==> config.mk <==
export PLATFORM = sky130hd
export DESIGN_NAME = imu_sensor_ctrl_flat
export DESIGN_NICKNAME = d
export VERILOG_FILES = /design/src/include/imu_settle_pkg.sv /design/src/include/imu_link_if.sv /design/src/logic/imu_sensor_ctrl.sv /design/src/flat_wrapper.sv
export SDC_FILE = /design/constraint.sdc
export NUM_CORES = 1
export LEC_CHECK = 0
export BUFFER_PORTS_ARGS = -buffer_cell sky130_fd_sc_hd__buf_2
export CORE_MARGIN = 2
export CORE_UTILIZATION = 45
export DETAILED_ROUTE_END_ITERATION = 6
export PLACE_DENSITY = 0.67
export SLEW_MARGIN = 20
export SYNTH_ARGS = -nofsm -noshare
export SYNTH_HDL_FRONTEND = slang
export SYNTH_SLANG_ARGS = --single-unit
==> constraint.sdc <==
create_clock -name CLK -period 3.5 [get_ports CLK]
set_input_delay 0.35 -clock CLK [delete_from_list [all_inputs] [get_ports CLK]]
set_output_delay 0.35 -clock CLK [all_outputs]
set_load 0.005 [all_outputs]
==> src/include/imu_settle_pkg.sv <==
// constants and types shared by the sensor end and the host controller
package imu_settle_pkg;
    // register addresses on the sensor's byte-wide port
    localparam logic [6:0] ADDR_IRQ_ROUTE   = 7'h0d;
    localparam logic [6:0] ADDR_ACCEL_RATE  = 7'h10;
    localparam logic [6:0] ADDR_GYRO_RATE   = 7'h11;
    localparam logic [6:0] ADDR_COMMON_FOUR = 7'h13;
    localparam logic [6:0] ADDR_GYRO_FILTER = 7'h16;
    localparam logic [6:0] ADDR_ACCEL_AXES  = 7'h18;
    localparam logic [6:0] ADDR_GYRO_AXES   = 7'h19;
    localparam logic [6:0] ADDR_STATUS      = 7'h1e;
    // field positions
    localparam int RATE_LSB       = 4;
    localparam int ACC_BW_LSB     = 0;
    localparam int SLEEP_BIT      = 6;
    localparam int SCALING_BIT    = 7;
    localparam int MASK_BIT       = 3;
    localparam int HP_EN_BIT      = 6;
    localparam int HP_RST_BIT     = 3;
    localparam int HP_CUT_LSB     = 4;
    localparam int AXES_LSB       = 3;
    localparam int ACC_FLAG_BIT   = 0;
    localparam int GYR_FLAG_BIT   = 1;
    // high-performance disable bits in the common/gyro filter regs
    localparam int ACC_HP_OFF_BIT = 4;
    localparam int GYR_HP_OFF_BIT = 7;
    // reset values
    localparam logic [7:0] RESET_BYTE = 8'h00;
    // bring-up values
    localparam logic [7:0] AXES_ALL        = 8'h38;
    localparam logic [7:0] RATE_416_HP     = 8'h60;
    localparam logic [7:0] ROUTE_ACC_READY = 8'h01;
    localparam logic [7:0] ROUTE_GYR_READY = 8'h02;
    // timing
    localparam int CLK_MHZ        = 50;
    localparam int BOOT_MS        = 20;
    localparam int BOOT_CYCLES    = BOOT_MS * 1000 * CLK_MHZ;
    localparam int GYRO_ON_MS     = 80;
    localparam int GYRO_ON_CYCLES = GYRO_ON_MS * 1000 * CLK_MHZ;
    localparam int PD_NS          = 1000;
    localparam int PD_CYCLES      = (PD_NS * CLK_MHZ) / 1000;
    // rate codes: 0 power-down, 1..10 = 13 Hz .. 6.66 kHz
    localparam logic [3:0] RATE_OFF  = 4'h0;
    localparam logic [3:0] RATE_104  = 4'h4;
    localparam logic [3:0] RATE_208  = 4'h5;
    localparam logic [3:0] RATE_416  = 4'h6;
    localparam logic [3:0] RATE_833  = 4'h7;
    localparam logic [3:0] RATE_1K66 = 4'h8;
    localparam logic [3:0] RATE_3K33 = 4'h9;
    localparam logic [3:0] RATE_6K66 = 4'ha;
    localparam logic [6:0] DISCARD_GYRO_LOW  = 7'h02;
    localparam logic [6:0] DISCARD_GYRO_833  = 7'h03;
    localparam logic [6:0] DISCARD_GYRO_1K66 = 7'h04;
    localparam logic [6:0] DISCARD_NOFILT_3K = 7'h02;
    localparam logic [6:0] DISCARD_NOFILT_6K = 7'h04;

    typedef enum logic [1:0] {
        PM_DOWN  = 2'b00,
        PM_LOW   = 2'b01,
        PM_HIGH  = 2'b10,
        PM_SLEEP = 2'b11
    } power_mode_t;

    // bandwidth index: 0=400,1=200,2=100,3=50,4=none
    typedef logic [2:0] bw_idx_t;

    // accel table rows 104 Hz..6.66 kHz, columns by bandwidth index
    function automatic logic [6:0] accel_discard(input logic [3:0] rate, input bw_idx_t bw);
        logic [6:0] base;
        base = 7'h01;
        unique case (rate)
            4'h4: base = (bw == 3'd3) ? 7'h02 : 7'h01;
            4'h5: base = (bw == 3'd3) ? 7'h04 : (bw == 3'd2) ? 7'h02 : 7'h01;
            4'h6: base = (bw == 3'd3) ? 7'h07 : (bw == 3'd2) ? 7'h03 :
                         (bw == 3'd1) ? 7'h02 : 7'h01;
            4'h7: base = (bw == 3'd3) ? 7'h0e : (bw == 3'd2) ? 7'h07 :
                         (bw == 3'd1) ? 7'h04 : 7'h02;
            4'h8: base = (bw == 3'd3) ? 7'h1c : (bw == 3'd2) ? 7'h0e :
                         (bw == 3'd1) ? 7'h08 : 7'h04;
            4'h9: base = (bw == 3'd3) ? 7'h38 : (bw == 3'd2) ? 7'h1c :
                         (bw == 3'd1) ? 7'h10 : 7'h08;
            4'ha: base = (bw == 3'd3) ? 7'h70 : (bw == 3'd2) ? 7'h38 :
                         (bw == 3'd1) ? 7'h20 : 7'h10;
            default: base = 7'h01;
        endcase
        return base;
    endfunction
endpackage

==> src/include/imu_link_if.sv <==
// register port between the sensor end and its host
`timescale 1ns/1ps
interface imu_link_if;
    logic       wr;
    logic       rd;
    logic [6:0] addr;
    logic [7:0] wdata;
    logic [7:0] rdata;
    logic       ready_out;
    logic       booted;
    modport sensor (input wr, rd, addr, wdata, output rdata, ready_out, booted);
    modport host   (output wr, rd, addr, wdata, input rdata, ready_out, booted);
endinterface

==> src/logic/imu_sensor_ctrl.sv <==
// sensor-side mode, settling, filter control and status logic
//
// The register addresses and the address-and-strobe port were chosen for this implementation.
`timescale 1ns/1ps
module imu_sensor_ctrl #(
    parameter int BOOT_CNT   = imu_settle_pkg::BOOT_CYCLES,
    parameter int GYRO_ON    = imu_settle_pkg::GYRO_ON_CYCLES
) (
    // clock and reset
    input  wire logic CLK,
    input  wire logic SRST,
    // register port
    imu_link_if.sensor LINK,
    // sample ticks from the converter chain
    input  wire logic ACC_TICK,
    input  wire logic GYR_TICK,
    // filter and mode state for the analog/digital chain
    output logic [1:0] ACC_MODE,
    output logic [1:0] GYR_MODE,
    output logic       ACC_AA_ON,
    output logic [2:0] ACC_AA_BW,
    output logic       GYR_HP_ON,
    output logic [1:0] GYR_HP_CUT,
    output logic       GYR_HP_CLEAR,
    output logic [3:0] GYR_LP_SEL,
    output logic       CAL_LOAD
);
    import imu_settle_pkg::*;

    typedef struct packed {
        logic [31:0] boot_cnt;
        logic        booted;
        logic [7:0]  route;
        logic [7:0]  acc_rate;
        logic [7:0]  gyr_rate;
        logic [7:0]  common4;
        logic [7:0]  gyr_filt;
        logic [7:0]  acc_axes;
        logic [7:0]  gyr_axes;
        logic [6:0]  acc_disc;
        logic [6:0]  gyr_disc;
        logic [31:0] gyr_wake;
        logic        acc_flag;
        logic        gyr_flag;
        logic        hp_clear;
        logic [7:0]  rdata;
    } state_t;

    state_t s_q;
    state_t s_d;
    power_mode_t acc_pm;
    power_mode_t gyr_pm;
    power_mode_t acc_pm_new;
    power_mode_t gyr_pm_new;
    bw_idx_t     bw_new;
    logic [7:0]  nxt_acc_rate;
    logic [7:0]  nxt_gyr_rate;
    logic [7:0]  nxt_common4;
    logic [7:0]  nxt_gyr_filt;
    logic [7:0]  nxt_acc_axes;
    logic [7:0]  nxt_gyr_axes;
    logic        acc_run;
    logic        gyr_run;

    function automatic power_mode_t mode_of(input logic [3:0] rate, input logic hp_off,
                                            input logic sleep, input logic axes);
        power_mode_t m;
        m = PM_DOWN;
        if (rate != RATE_OFF && axes) begin
            if (sleep) begin
                m = PM_SLEEP;
            end else if (hp_off && rate <= RATE_208) begin
                m = PM_LOW;
            end else begin
                m = PM_HIGH;
            end
        end
        return m;
    endfunction

    function automatic bw_idx_t bw_of(input logic [7:0] rate_reg, input logic scaling);
        bw_idx_t b;
        if (scaling) begin
            b = {1'b0, rate_reg[ACC_BW_LSB +: 2]};
        end else begin
            unique case (rate_reg[RATE_LSB +: 4])
                RATE_208:              b = 3'd2;
                RATE_416:              b = 3'd1;
                RATE_833, RATE_1K66:   b = 3'd0;
                RATE_3K33, RATE_6K66:  b = 3'd4;
                default:               b = 3'd3;
            endcase
        end
        return b;
    endfunction

    always_comb begin
        nxt_acc_rate = s_q.acc_rate;
        nxt_gyr_rate = s_q.gyr_rate;
        nxt_common4  = s_q.common4;
        nxt_gyr_filt = s_q.gyr_filt;
        nxt_acc_axes = s_q.acc_axes;
        nxt_gyr_axes = s_q.gyr_axes;
        if (LINK.wr && s_q.booted) begin
            unique case (LINK.addr)
                ADDR_ACCEL_RATE:  nxt_acc_rate = LINK.wdata;
                ADDR_GYRO_RATE:   nxt_gyr_rate = LINK.wdata;
                ADDR_COMMON_FOUR: nxt_common4  = LINK.wdata;
                ADDR_GYRO_FILTER: nxt_gyr_filt = LINK.wdata;
                ADDR_ACCEL_AXES:  nxt_acc_axes = LINK.wdata;
                ADDR_GYRO_AXES:   nxt_gyr_axes = LINK.wdata;
                default:          nxt_acc_rate = s_q.acc_rate;
            endcase
        end
        acc_pm = mode_of(s_q.acc_rate[RATE_LSB +: 4], s_q.common4[ACC_HP_OFF_BIT], 1'b0,
                         |s_q.acc_axes[AXES_LSB +: 3]);
        gyr_pm = mode_of(s_q.gyr_rate[RATE_LSB +: 4], s_q.gyr_filt[GYR_HP_OFF_BIT],
                         s_q.common4[SLEEP_BIT], |s_q.gyr_axes[AXES_LSB +: 3]);
        acc_pm_new = mode_of(nxt_acc_rate[RATE_LSB +: 4], nxt_common4[ACC_HP_OFF_BIT], 1'b0,
                             |nxt_acc_axes[AXES_LSB +: 3]);
        gyr_pm_new = mode_of(nxt_gyr_rate[RATE_LSB +: 4], nxt_gyr_filt[GYR_HP_OFF_BIT],
                             nxt_common4[SLEEP_BIT], |nxt_gyr_axes[AXES_LSB +: 3]);
        bw_new = bw_of(nxt_acc_rate, nxt_common4[SCALING_BIT]);
        acc_run = (acc_pm == PM_LOW) || (acc_pm == PM_HIGH);
        gyr_run = (gyr_pm == PM_LOW || gyr_pm == PM_HIGH) && s_q.gyr_wake == 32'd0;

        s_d = s_q;
        s_d.acc_rate = nxt_acc_rate;
        s_d.gyr_rate = nxt_gyr_rate;
        s_d.common4  = nxt_common4;
        s_d.gyr_axes = nxt_gyr_axes;
        s_d.acc_axes = nxt_acc_axes;
        s_d.gyr_filt = nxt_gyr_filt;
        s_d.hp_clear = 1'b0;
        if (LINK.wr && s_q.booted && LINK.addr == ADDR_IRQ_ROUTE) begin
            s_d.route = LINK.wdata;
        end

        if (!s_q.booted) begin
            if (s_q.boot_cnt == 32'(BOOT_CNT - 1)) begin
                s_d.booted = 1'b1;
            end else begin
                s_d.boot_cnt = s_q.boot_cnt + 32'd1;
            end
        end

        if (ACC_TICK && acc_run && s_q.acc_disc != 7'h00) begin
            s_d.acc_disc = s_q.acc_disc - 7'h01;
        end
        if (GYR_TICK && gyr_run && s_q.gyr_disc != 7'h00) begin
            s_d.gyr_disc = s_q.gyr_disc - 7'h01;
        end
        if (nxt_acc_rate != s_q.acc_rate || acc_pm_new != acc_pm) begin
            if (acc_pm_new != PM_HIGH) begin
                s_d.acc_disc = 7'h00;
            end else if (bw_new == 3'd4) begin
                s_d.acc_disc = (nxt_acc_rate[RATE_LSB +: 4] == RATE_6K66) ?
                               DISCARD_NOFILT_6K : DISCARD_NOFILT_3K;
            end else begin
                s_d.acc_disc = accel_discard(nxt_acc_rate[RATE_LSB +: 4], bw_new);
            end
        end
        if (gyr_pm == PM_DOWN && gyr_pm_new != PM_DOWN) begin
            s_d.gyr_wake = 32'(GYRO_ON);
        end else if (gyr_pm_new == PM_DOWN) begin
            s_d.gyr_wake = 32'd0;
        end else if (s_q.gyr_wake != 32'd0) begin
            s_d.gyr_wake = s_q.gyr_wake - 32'd1;
        end
        if ((gyr_pm_new == PM_LOW || gyr_pm_new == PM_HIGH) &&
            (gyr_pm != gyr_pm_new || nxt_gyr_rate != s_q.gyr_rate ||
             nxt_acc_rate != s_q.acc_rate)) begin
            s_d.gyr_disc = (nxt_gyr_rate[RATE_LSB +: 4] == RATE_1K66) ? DISCARD_GYRO_1K66 :
                           (nxt_gyr_rate[RATE_LSB +: 4] == RATE_833) ? DISCARD_GYRO_833 :
                           DISCARD_GYRO_LOW;
        end

        if (s_q.gyr_filt[HP_RST_BIT] && GYR_TICK && gyr_run) begin
            s_d.hp_clear = 1'b1;
            if (!(LINK.wr && LINK.addr == ADDR_GYRO_FILTER)) begin
                s_d.gyr_filt[HP_RST_BIT] = 1'b0;
            end
        end

        // new-data flags, set wins over read-clear
        if (LINK.rd && LINK.addr == ADDR_STATUS) begin
            s_d.acc_flag = 1'b0;
            s_d.gyr_flag = 1'b0;
        end
        if (ACC_TICK && acc_run && !(s_q.common4[MASK_BIT] && s_q.acc_disc != 7'h00)) begin
            s_d.acc_flag = 1'b1;
        end
        if (GYR_TICK && gyr_run && !(s_q.common4[MASK_BIT] && s_q.gyr_disc != 7'h00)) begin
            s_d.gyr_flag = 1'b1;
        end
        if (acc_pm_new == PM_DOWN) begin
            s_d.acc_flag = s_d.acc_flag & acc_run;
        end

        unique case (LINK.addr)
            ADDR_IRQ_ROUTE:   s_d.rdata = s_q.route;
            ADDR_ACCEL_RATE:  s_d.rdata = s_q.acc_rate;
            ADDR_GYRO_RATE:   s_d.rdata = s_q.gyr_rate;
            ADDR_COMMON_FOUR: s_d.rdata = s_q.common4;
            ADDR_GYRO_FILTER: s_d.rdata = s_q.gyr_filt;
            ADDR_ACCEL_AXES:  s_d.rdata = s_q.acc_axes;
            ADDR_GYRO_AXES:   s_d.rdata = s_q.gyr_axes;
            ADDR_STATUS:      s_d.rdata = {6'h00, s_q.gyr_flag, s_q.acc_flag};
            default:          s_d.rdata = 8'h00;
        endcase
        if (!LINK.rd) begin
            s_d.rdata = s_q.rdata;
        end
    end

    always_ff @(posedge CLK) begin
        if (SRST) begin
            s_q <= '0;
        end else begin
            s_q <= s_d;
        end
    end

    assign LINK.rdata     = s_q.rdata;
    assign LINK.booted    = s_q.booted;
    assign LINK.ready_out = (s_q.route[0] & s_q.acc_flag) | (s_q.route[1] & s_q.gyr_flag);
    assign ACC_MODE       = acc_pm;
    assign GYR_MODE       = gyr_pm;
    assign ACC_AA_ON      = (acc_pm == PM_HIGH) &&
                            (bw_of(s_q.acc_rate, s_q.common4[SCALING_BIT]) != 3'd4);
    assign ACC_AA_BW      = bw_of(s_q.acc_rate, s_q.common4[SCALING_BIT]);
    assign GYR_HP_ON      = s_q.gyr_filt[HP_EN_BIT];
    assign GYR_HP_CUT     = s_q.gyr_filt[HP_CUT_LSB +: 2];
    assign GYR_HP_CLEAR   = s_q.hp_clear;
    assign GYR_LP_SEL     = (gyr_pm == PM_HIGH) ? s_q.gyr_rate[RATE_LSB +: 4] + 4'h8 :
                            s_q.gyr_rate[RATE_LSB +: 4];
    assign CAL_LOAD       = !s_q.booted;
endmodule

==> src/flat_wrapper.sv <==
// flat-port wrapper written by rule: the top's interface ports become plain ports
module imu_sensor_ctrl_flat import imu_settle_pkg::*;
#(
    parameter int BOOT_CNT   = imu_settle_pkg::BOOT_CYCLES,
    parameter int GYRO_ON    = imu_settle_pkg::GYRO_ON_CYCLES
)
  (CLK, SRST, ACC_TICK, GYR_TICK, ACC_MODE, GYR_MODE, ACC_AA_ON, ACC_AA_BW, GYR_HP_ON, GYR_HP_CUT, GYR_HP_CLEAR, GYR_LP_SEL, CAL_LOAD, LINK_wr, LINK_rd, LINK_addr, LINK_wdata, LINK_rdata, LINK_ready_out, LINK_booted);
  imu_link_if LINK_i ();
  input  wire logic CLK;
  input  wire logic SRST;
  input  wire logic ACC_TICK;
  input  wire logic GYR_TICK;
  output logic [1:0] ACC_MODE;
  output logic [1:0] GYR_MODE;
  output logic ACC_AA_ON;
  output logic [2:0] ACC_AA_BW;
  output logic GYR_HP_ON;
  output logic [1:0] GYR_HP_CUT;
  output logic GYR_HP_CLEAR;
  output logic [3:0] GYR_LP_SEL;
  output logic CAL_LOAD;
  input wire logic [$bits(LINK_i.wr)-1:0] LINK_wr;
  input wire logic [$bits(LINK_i.rd)-1:0] LINK_rd;
  input wire logic [$bits(LINK_i.addr)-1:0] LINK_addr;
  input wire logic [$bits(LINK_i.wdata)-1:0] LINK_wdata;
  output wire logic [$bits(LINK_i.rdata)-1:0] LINK_rdata;
  output wire logic [$bits(LINK_i.ready_out)-1:0] LINK_ready_out;
  output wire logic [$bits(LINK_i.booted)-1:0] LINK_booted;
  assign LINK_i.wr = LINK_wr;
  assign LINK_i.rd = LINK_rd;
  assign LINK_i.addr = LINK_addr;
  assign LINK_i.wdata = LINK_wdata;
  assign LINK_rdata = LINK_i.rdata;
  assign LINK_ready_out = LINK_i.ready_out;
  assign LINK_booted = LINK_i.booted;
  imu_sensor_ctrl #(.BOOT_CNT(BOOT_CNT), .GYRO_ON(GYRO_ON)) u_core (.CLK(CLK), .SRST(SRST), .LINK(LINK_i), .ACC_TICK(ACC_TICK), .GYR_TICK(GYR_TICK), .ACC_MODE(ACC_MODE), .GYR_MODE(GYR_MODE), .ACC_AA_ON(ACC_AA_ON), .ACC_AA_BW(ACC_AA_BW), .GYR_HP_ON(GYR_HP_ON), .GYR_HP_CUT(GYR_HP_CUT), .GYR_HP_CLEAR(GYR_HP_CLEAR), .GYR_LP_SEL(GYR_LP_SEL), .CAL_LOAD(CAL_LOAD));
endmodule
Word level (Yosys, flattened, before mapping)
Cells that the tools add are included.
{"block": "word_totals", "register_bits": 146, "input_bits": 21, "elab_cells": 209}
{"block": "classes", "n_addsub": 5, "order_cmp": 4, "n_eq_ne": 40, "mux": 68, "n_bitwise": 6, "n_reduce_logical": 65}
{"cell": "two-way mux 7 bit", "n": 18}
{"cell": "two-way mux 22 bit", "n": 3}
{"cell": "two-way mux 8 bit", "n": 8}
{"cell": "case mux 8 bit (8 select lines)", "n": 1}
{"cell": "equality test 7 x 5 -> 1 bit, second input constant", "n": 7}
{"cell": "case mux 7 bit (7 select lines)", "n": 1}
{"cell": "adder 32 x 1 -> 32 bit, second input constant", "n": 1}
{"cell": "equality test 32 x 20 -> 1 bit, second input constant", "n": 1}
{"cell": "equality test 4 x 3 -> 1 bit, second input constant", "n": 8}
{"cell": "logical NOT 32 bit", "n": 1}
{"cell": "nonzero test 32 bit", "n": 1}
{"cell": "subtractor 32 x 1 -> 32 bit, second input constant", "n": 1}
{"cell": "two-way mux 6 bit", "n": 5}
{"cell": "equality test 4 bit, second input constant", "n": 7}
{"cell": "two-way mux 2 bit", "n": 14}
{"cell": "logical AND 1 bit", "n": 26}
{"cell": "case mux 3 bit (4 select lines)", "n": 2}
{"cell": "<= comparator 4 x 3 -> 1 bit, second input constant", "n": 4}
{"cell": "!= test 8 bit", "n": 2}
{"cell": "nonzero test 4 bit", "n": 4}
{"cell": "OR reduction 3 bit", "n": 5}
{"cell": "nonzero test 7 bit", "n": 2}
{"cell": "subtractor 7 x 1 -> 7 bit, second input constant", "n": 2}
{"cell": "two-way mux 3 bit", "n": 4}
{"cell": "23 further kinds", "n": 60}

Depth between registers and ports, before layout
{"block": "logic_depth", "word_depth": 15, "depth_mapped": 12}

Worst setup path after synthesis
OpenSTA, ideal clock, no wires.
{"block": "synth_timing", "path_kind": "input port to flip-flop", "from": "input LINK_addr[2]", "to": "register u_core.s_q[11] (netlist bit)", "setup_ns": 0.065, "arrival_ns": 2.887, "setup_slack_ns": 0.547, "stages": 12, "n_path_buf": 4, "path_cell_list": "or4b_4 -> buf_6 -> nor3_1 -> buf_4 -> mux2i_1 -> o21a_1 -> nand2_1 -> ha_1 -> or3_1 -> buf_1 -> clkbuf_1 -> nor2_1"}
{"block": "synth_via", "elab_chain_len": 11, "elab_cells_between_ends": 24}
{"element": "start: declaration", "line": "flat_wrapper.sv:24", "text": "input wire logic [$bits(LINK_i.addr)-1:0] LINK_addr;"}
{"element": "equality test 7 x 5 -> 1 bit", "line": "imu_sensor_ctrl.sv:105", "text": "unique case (LINK.addr)"}
{"element": "two-way mux 8 bit", "line": "imu_sensor_ctrl.sv:105"}
{"element": "two-way mux 8 bit", "line": "imu_sensor_ctrl.sv:104", "text": "if (LINK.wr && s_q.booted) begin"}
{"element": "<= comparator 4 x 3 -> 1 bit", "line": "imu_sensor_ctrl.sv:72", "text": "end else if (hp_off && rate <= RATE_208) begin"}
{"element": "logical AND 1 bit", "line": "imu_sensor_ctrl.sv:72"}
{"element": "two-way mux 2 bit", "line": "imu_sensor_ctrl.sv:72"}
{"element": "two-way mux 2 bit", "line": "imu_sensor_ctrl.sv:70", "text": "if (sleep) begin"}
{"element": "two-way mux 2 bit (*)", "line": "imu_sensor_ctrl.sv:69", "text": "if (rate != RATE_OFF && axes) begin"}
{"element": "nonzero test 2 bit", "line": "imu_sensor_ctrl.sv:163", "text": "if (gyr_pm == PM_DOWN && gyr_pm_new != PM_DOWN) begin"}
{"element": "logical AND 1 bit", "line": "imu_sensor_ctrl.sv:163"}
{"element": "OR reduction 3 bit (no line) (*)"}
{"element": "end signal: assignment", "line": "imu_sensor_ctrl.sv:218", "text": "s_q <= '0;"}
{"element": "end signal: assignment", "line": "imu_sensor_ctrl.sv:220", "text": "s_q <= s_d;"}
{"element": "end: declaration", "line": "imu_sensor_ctrl.sv:49", "text": "state_t s_q;"}
Mark *: on every way between the ends. The rest lies on a longest branch, timed or not.
A chain may end at the register's enable or synchronous reset.

Final worst setup path
{"block": "layout_timing", "from": "register u_core.s_q (netlist bit u_core.LINK.booted)", "to": "register u_core.s_q[52] (netlist bit)"}
{"block": "layout_via", "elab_chain_len": 14, "elab_cells_between_ends": 48}
{"element": "logical AND 1 bit (*)", "line": "imu_sensor_ctrl.sv:104"}
{"element": "two-way mux 8 bit", "line": "imu_sensor_ctrl.sv:104"}
{"element": "equality test 4 bit (tied with other cells)", "line": "imu_settle_pkg.sv:71, imu_sensor_ctrl.sv:86"}
{"element": "OR reduction 2 bit", "line": "imu_sensor_ctrl.sv:86", "text": "unique case (rate_reg[RATE_LSB +: 4])"}
{"element": "case mux 3 bit (4 select lines)", "line": "imu_sensor_ctrl.sv:86"}
{"element": "two-way mux 3 bit", "line": "imu_sensor_ctrl.sv:83", "text": "if (scaling) begin"}
{"element": "equality test 3 x 1 -> 1 bit", "line": "imu_settle_pkg.sv:77, imu_settle_pkg.sv:79"}
{"element": "two-way mux 4 bit / two-way mux 3 bit (equally long branches)", "line": "imu_settle_pkg.sv:79, imu_settle_pkg.sv:77"}
{"element": "two-way mux 7 bit, on equally long branches (2 in series)", "line": "imu_settle_pkg.sv:78, imu_settle_pkg.sv:76"}
{"element": "case mux 7 bit (7 select lines)", "line": "imu_settle_pkg.sv:71", "text": "unique case (rate)"}
{"element": "two-way mux 7 bit", "line": "imu_sensor_ctrl.sv:156", "text": "end else if (bw_new == 3'd4) begin"}
{"element": "two-way mux 7 bit", "line": "imu_sensor_ctrl.sv:154", "text": "if (acc_pm_new != PM_HIGH) begin"}
{"element": "two-way mux 7 bit", "line": "imu_sensor_ctrl.sv:153", "text": "if (nxt_acc_rate != s_q.acc_rate || acc_pm_new != acc_pm) begin"}
Marks and branches as above.

==> run summary <==
Switch Pwr: 863 uW
worst r2r path cells: 7
layout cell share with drive strength beyond 1: 13.2%
initial antenna violation count: 1
wire length of the first global-routing pass: 34800 um
Tmin final: 3.01 ns
# IOs: 48
Tot Pwr: 3600 uW
vias: 7253
Worst R2R End: u_core.s_q[52]
RSZ-0062 raised after global routing: false
Hold EP: u_core.s_q[76]
Clk pwr share: 49.6%
worst-skew pair later-pin latency: 0.43 ns
Synth Register Bits: 146
WHS Path Cells: 3
Starting Density: 45.8%
Storage cell area: 2920 um^2
Flop pwr share: 46.5%
All-Layer GR Usage: 22.1%
synth warn: 0
Sum Neg Setup Slack: 0 ns
top_reg_cell synth: dfxtp_1
CTS tree: yes
Critical Path Start Type: flop
WP data required: 3.82 ns
IO Port Bufs: 47
Slew HR: 54.9%
crit path capture type: flop
switch share: 24.0%
hold wc startpoint: LINK_wr
Pins Over Slew Limit: 0
synthesized instance count: 1015
critical path class: reg2reg
Crit Path Max Fanout: 13
Max Clk Rate: 332 MHz
initial DRC count: 532
Worst Setup SP: u_core.LINK.booted
Synth top area share: 35.7%
Avg Synthesized Cell Area: 8.07 um^2
Post-Route WL: 21200 um
vias in the first global route: 6796
Net Count, Synth: 1045
Nets: 1070
flop2flop setup slack: 0.49 ns
hold_buf cts: 0
DP Worst Slack: 0.345 ns
final setup vio count: 0
outcome: complete, no violations
antenna-violating nets left: 0
DRC viols: 0
total gr overflow: 0
FILL cells: 1725
Synth top cells by count: 160 x nor2_1, 146 x dfxtp_1, 105 x nand2_1
max cap viols: 0
post-synthesis cell type count: 73
fin crit share: 86.1%
Post-CTS Setup Bufs: 0
setup ws final: 0.487 ns
final worst clock skew: 0.0106 ns
final core occ: 51.3%
Vias/cell: 5.66
CTS sink count: 146
die area: 19300 um^2
CTS Buffer Depth: 2
core area: 17900 um^2
Multi-input gate area: 4870 um^2
clk slew on worst S/H paths: 0.06 ns
WL/cell: 16.5 um
reg2reg start: u_core.LINK.booted
largest net degree at the start of global routing: 52
clock root buffer: clkbuf_16
die height: 139 um
Slew @ Worst Pin: 0.674 ns
Post-synth EDFFs: 0
Seq/Total Area, Yosys: 35.7%
internal power: 2740 uW
TritonCTS buffer count: 17
num rows: 49
Die X: 139 um
Fin. Hold Viols: 0
post_cts resized: 0
Hold WC Path Type: in2reg
Detailed Place HPWL: 15000 um
largest area contributor in the netlist: dfxtp_1
PwrDens: 392 nW/um^2
largest cells by area after synthesis: dfxtp_1 36%, nor2_1 7.3%, mux2i_1 6.8%
proportion of power drawn by combinational gates: 3.9%
Post-synth ARST share: 0%
Inserted Diodes: 0
VDD IR max: 0.356 mV
H-tree depth: 4
drt pass-1 iters: 5
area grow syn2layout: 12.0%
GP Congestion: 0.923
count leader, synth: nor2_1
LEAKAGE: 0.00348 uW
synthesized cell area: 8200 um^2
Worst EP arrival: 3.34 ns
[kinds of logic (layout without fill, tap and decap cells)]
logic type                 count (synthesis)  in the layout  share of synthesized area [%]
and+or+nand+nor                          469            469                           28.9
xor gates and xnor gates                  79             79                           8.44
adders and majority gates                  9              9                           1.37
muxes                                     69             69                           8.76
DFF                                      146            146                           35.7
buffers and inverters                     89            127                           4.93
AOI/OAI and AO/OA                        154            154                           11.9
[layer usage]
metal	vias up	track usage, %	wire length, um
li1	3611	-	-
met1	3386	30.2	9910
met2	223	35.4	9750
met3	33	4.49	1210
met4	0	6.49	332
met5	-	0	0
[cell usage in the layout, fill, tap and decap left out, drive strengths merged, types with 4 or more instances in the layout]
| master | n |
|---|---|
| nand4 | 22 |
| xnor2 | 30 |
| clkbuf | 19 |
| nor4b | 5 |
| a32oi | 4 |
| a211oi | 5 |
| and2 | 10 |
| o21a | 4 |
| mux2 | 12 |
| and4 | 7 |
| xor2 | 49 |
| nor3 | 34 |
| or3 | 19 |
| or4 | 7 |
| nand3b | 6 |
| nor4 | 24 |
| mux2i | 57 |
| and3 | 10 |
| nand3 | 26 |
| o211ai | 6 |
| buf | 71 |
| a21oi | 60 |
| nor2 | 160 |
| nor3b | 4 |
| a31oi | 4 |
| nand2 | 105 |
| dfxtp | 146 |
| o21ai | 34 |
| nor2b | 6 |
| or2 | 5 |
| ha | 9 |
| clkinvlp | 5 |
| inv | 28 |
| a22oi | 13 |
| nand2b | 8 |
[area by class of cell]
| cell class | instances | share of cell area (%) |
|---|---|---|
| tap | 229 | 3.12 |
| clock inverter | 13 | 1.36 |
| sequential | 146 | 31.9 |
| timing repair buffer | 71 | 4.69 |
| inverter | 24 | 0.982 |
| multi-input combinational | 780 | 53.1 |
| clock buffer | 19 | 4.94 |
[metrics by stage]
step	std cells	area, um^2	hold WS [ns]
floorplan	1015	8200	0.433
global placement	1250	8600	0.443
detailed placement	1250	8600	0.449
CTS	1282	9180	0.225
global route	1282	9180	0.258
finish	1282	9180	0.243
[power by group through the flow]
stage	registers [uW]	clock network [uW]	logic [uW]
after floorplan	1710	0	92.6
final	1670	1790	140
after global routing	1670	1910	152
after global placement	1710	0	137
after detailed placement	1710	0	138
after CTS	1670	1820	139
[worst max-delay path, stage by stage, from the launching register on]
cell	delay, ns
dfxtp_1	0.50
nand3b_1	0.41
nor3_4	0.59
mux2i_1	0.46
nand3_1	0.30
o211ai_2	0.17
o41ai_2	0.11
a2111oi_2	0.37
[worst max-delay path by stage]
stage | endpoint | slack (ns) | cells after the start
floorplan | u_core.s_q[11] | 0.55 | 12
global placement | u_core.s_q[52] | 0.36 | 8
detailed placement | u_core.s_q[12] | 0.35 | 11
CTS | u_core.s_q[12] | 0.52 | 10
global route | u_core.s_q[52] | 0.34 | 7
finish | u_core.s_q[52] | 0.49 | 7
[state kept, by name, indices dropped and copies added (netlist names)]
| signal | cells |
|---|---|
| u_core.GYR_HP_CLEAR | 1 |
| u_core.GYR_HP_CUT | 2 |
| u_core.GYR_HP_ON | 1 |
| u_core.LINK.booted | 1 |
| u_core.LINK.rdata | 8 |
| u_core.s_q | 133 |
No activity file was read; power rests on OpenSTA's default activity.
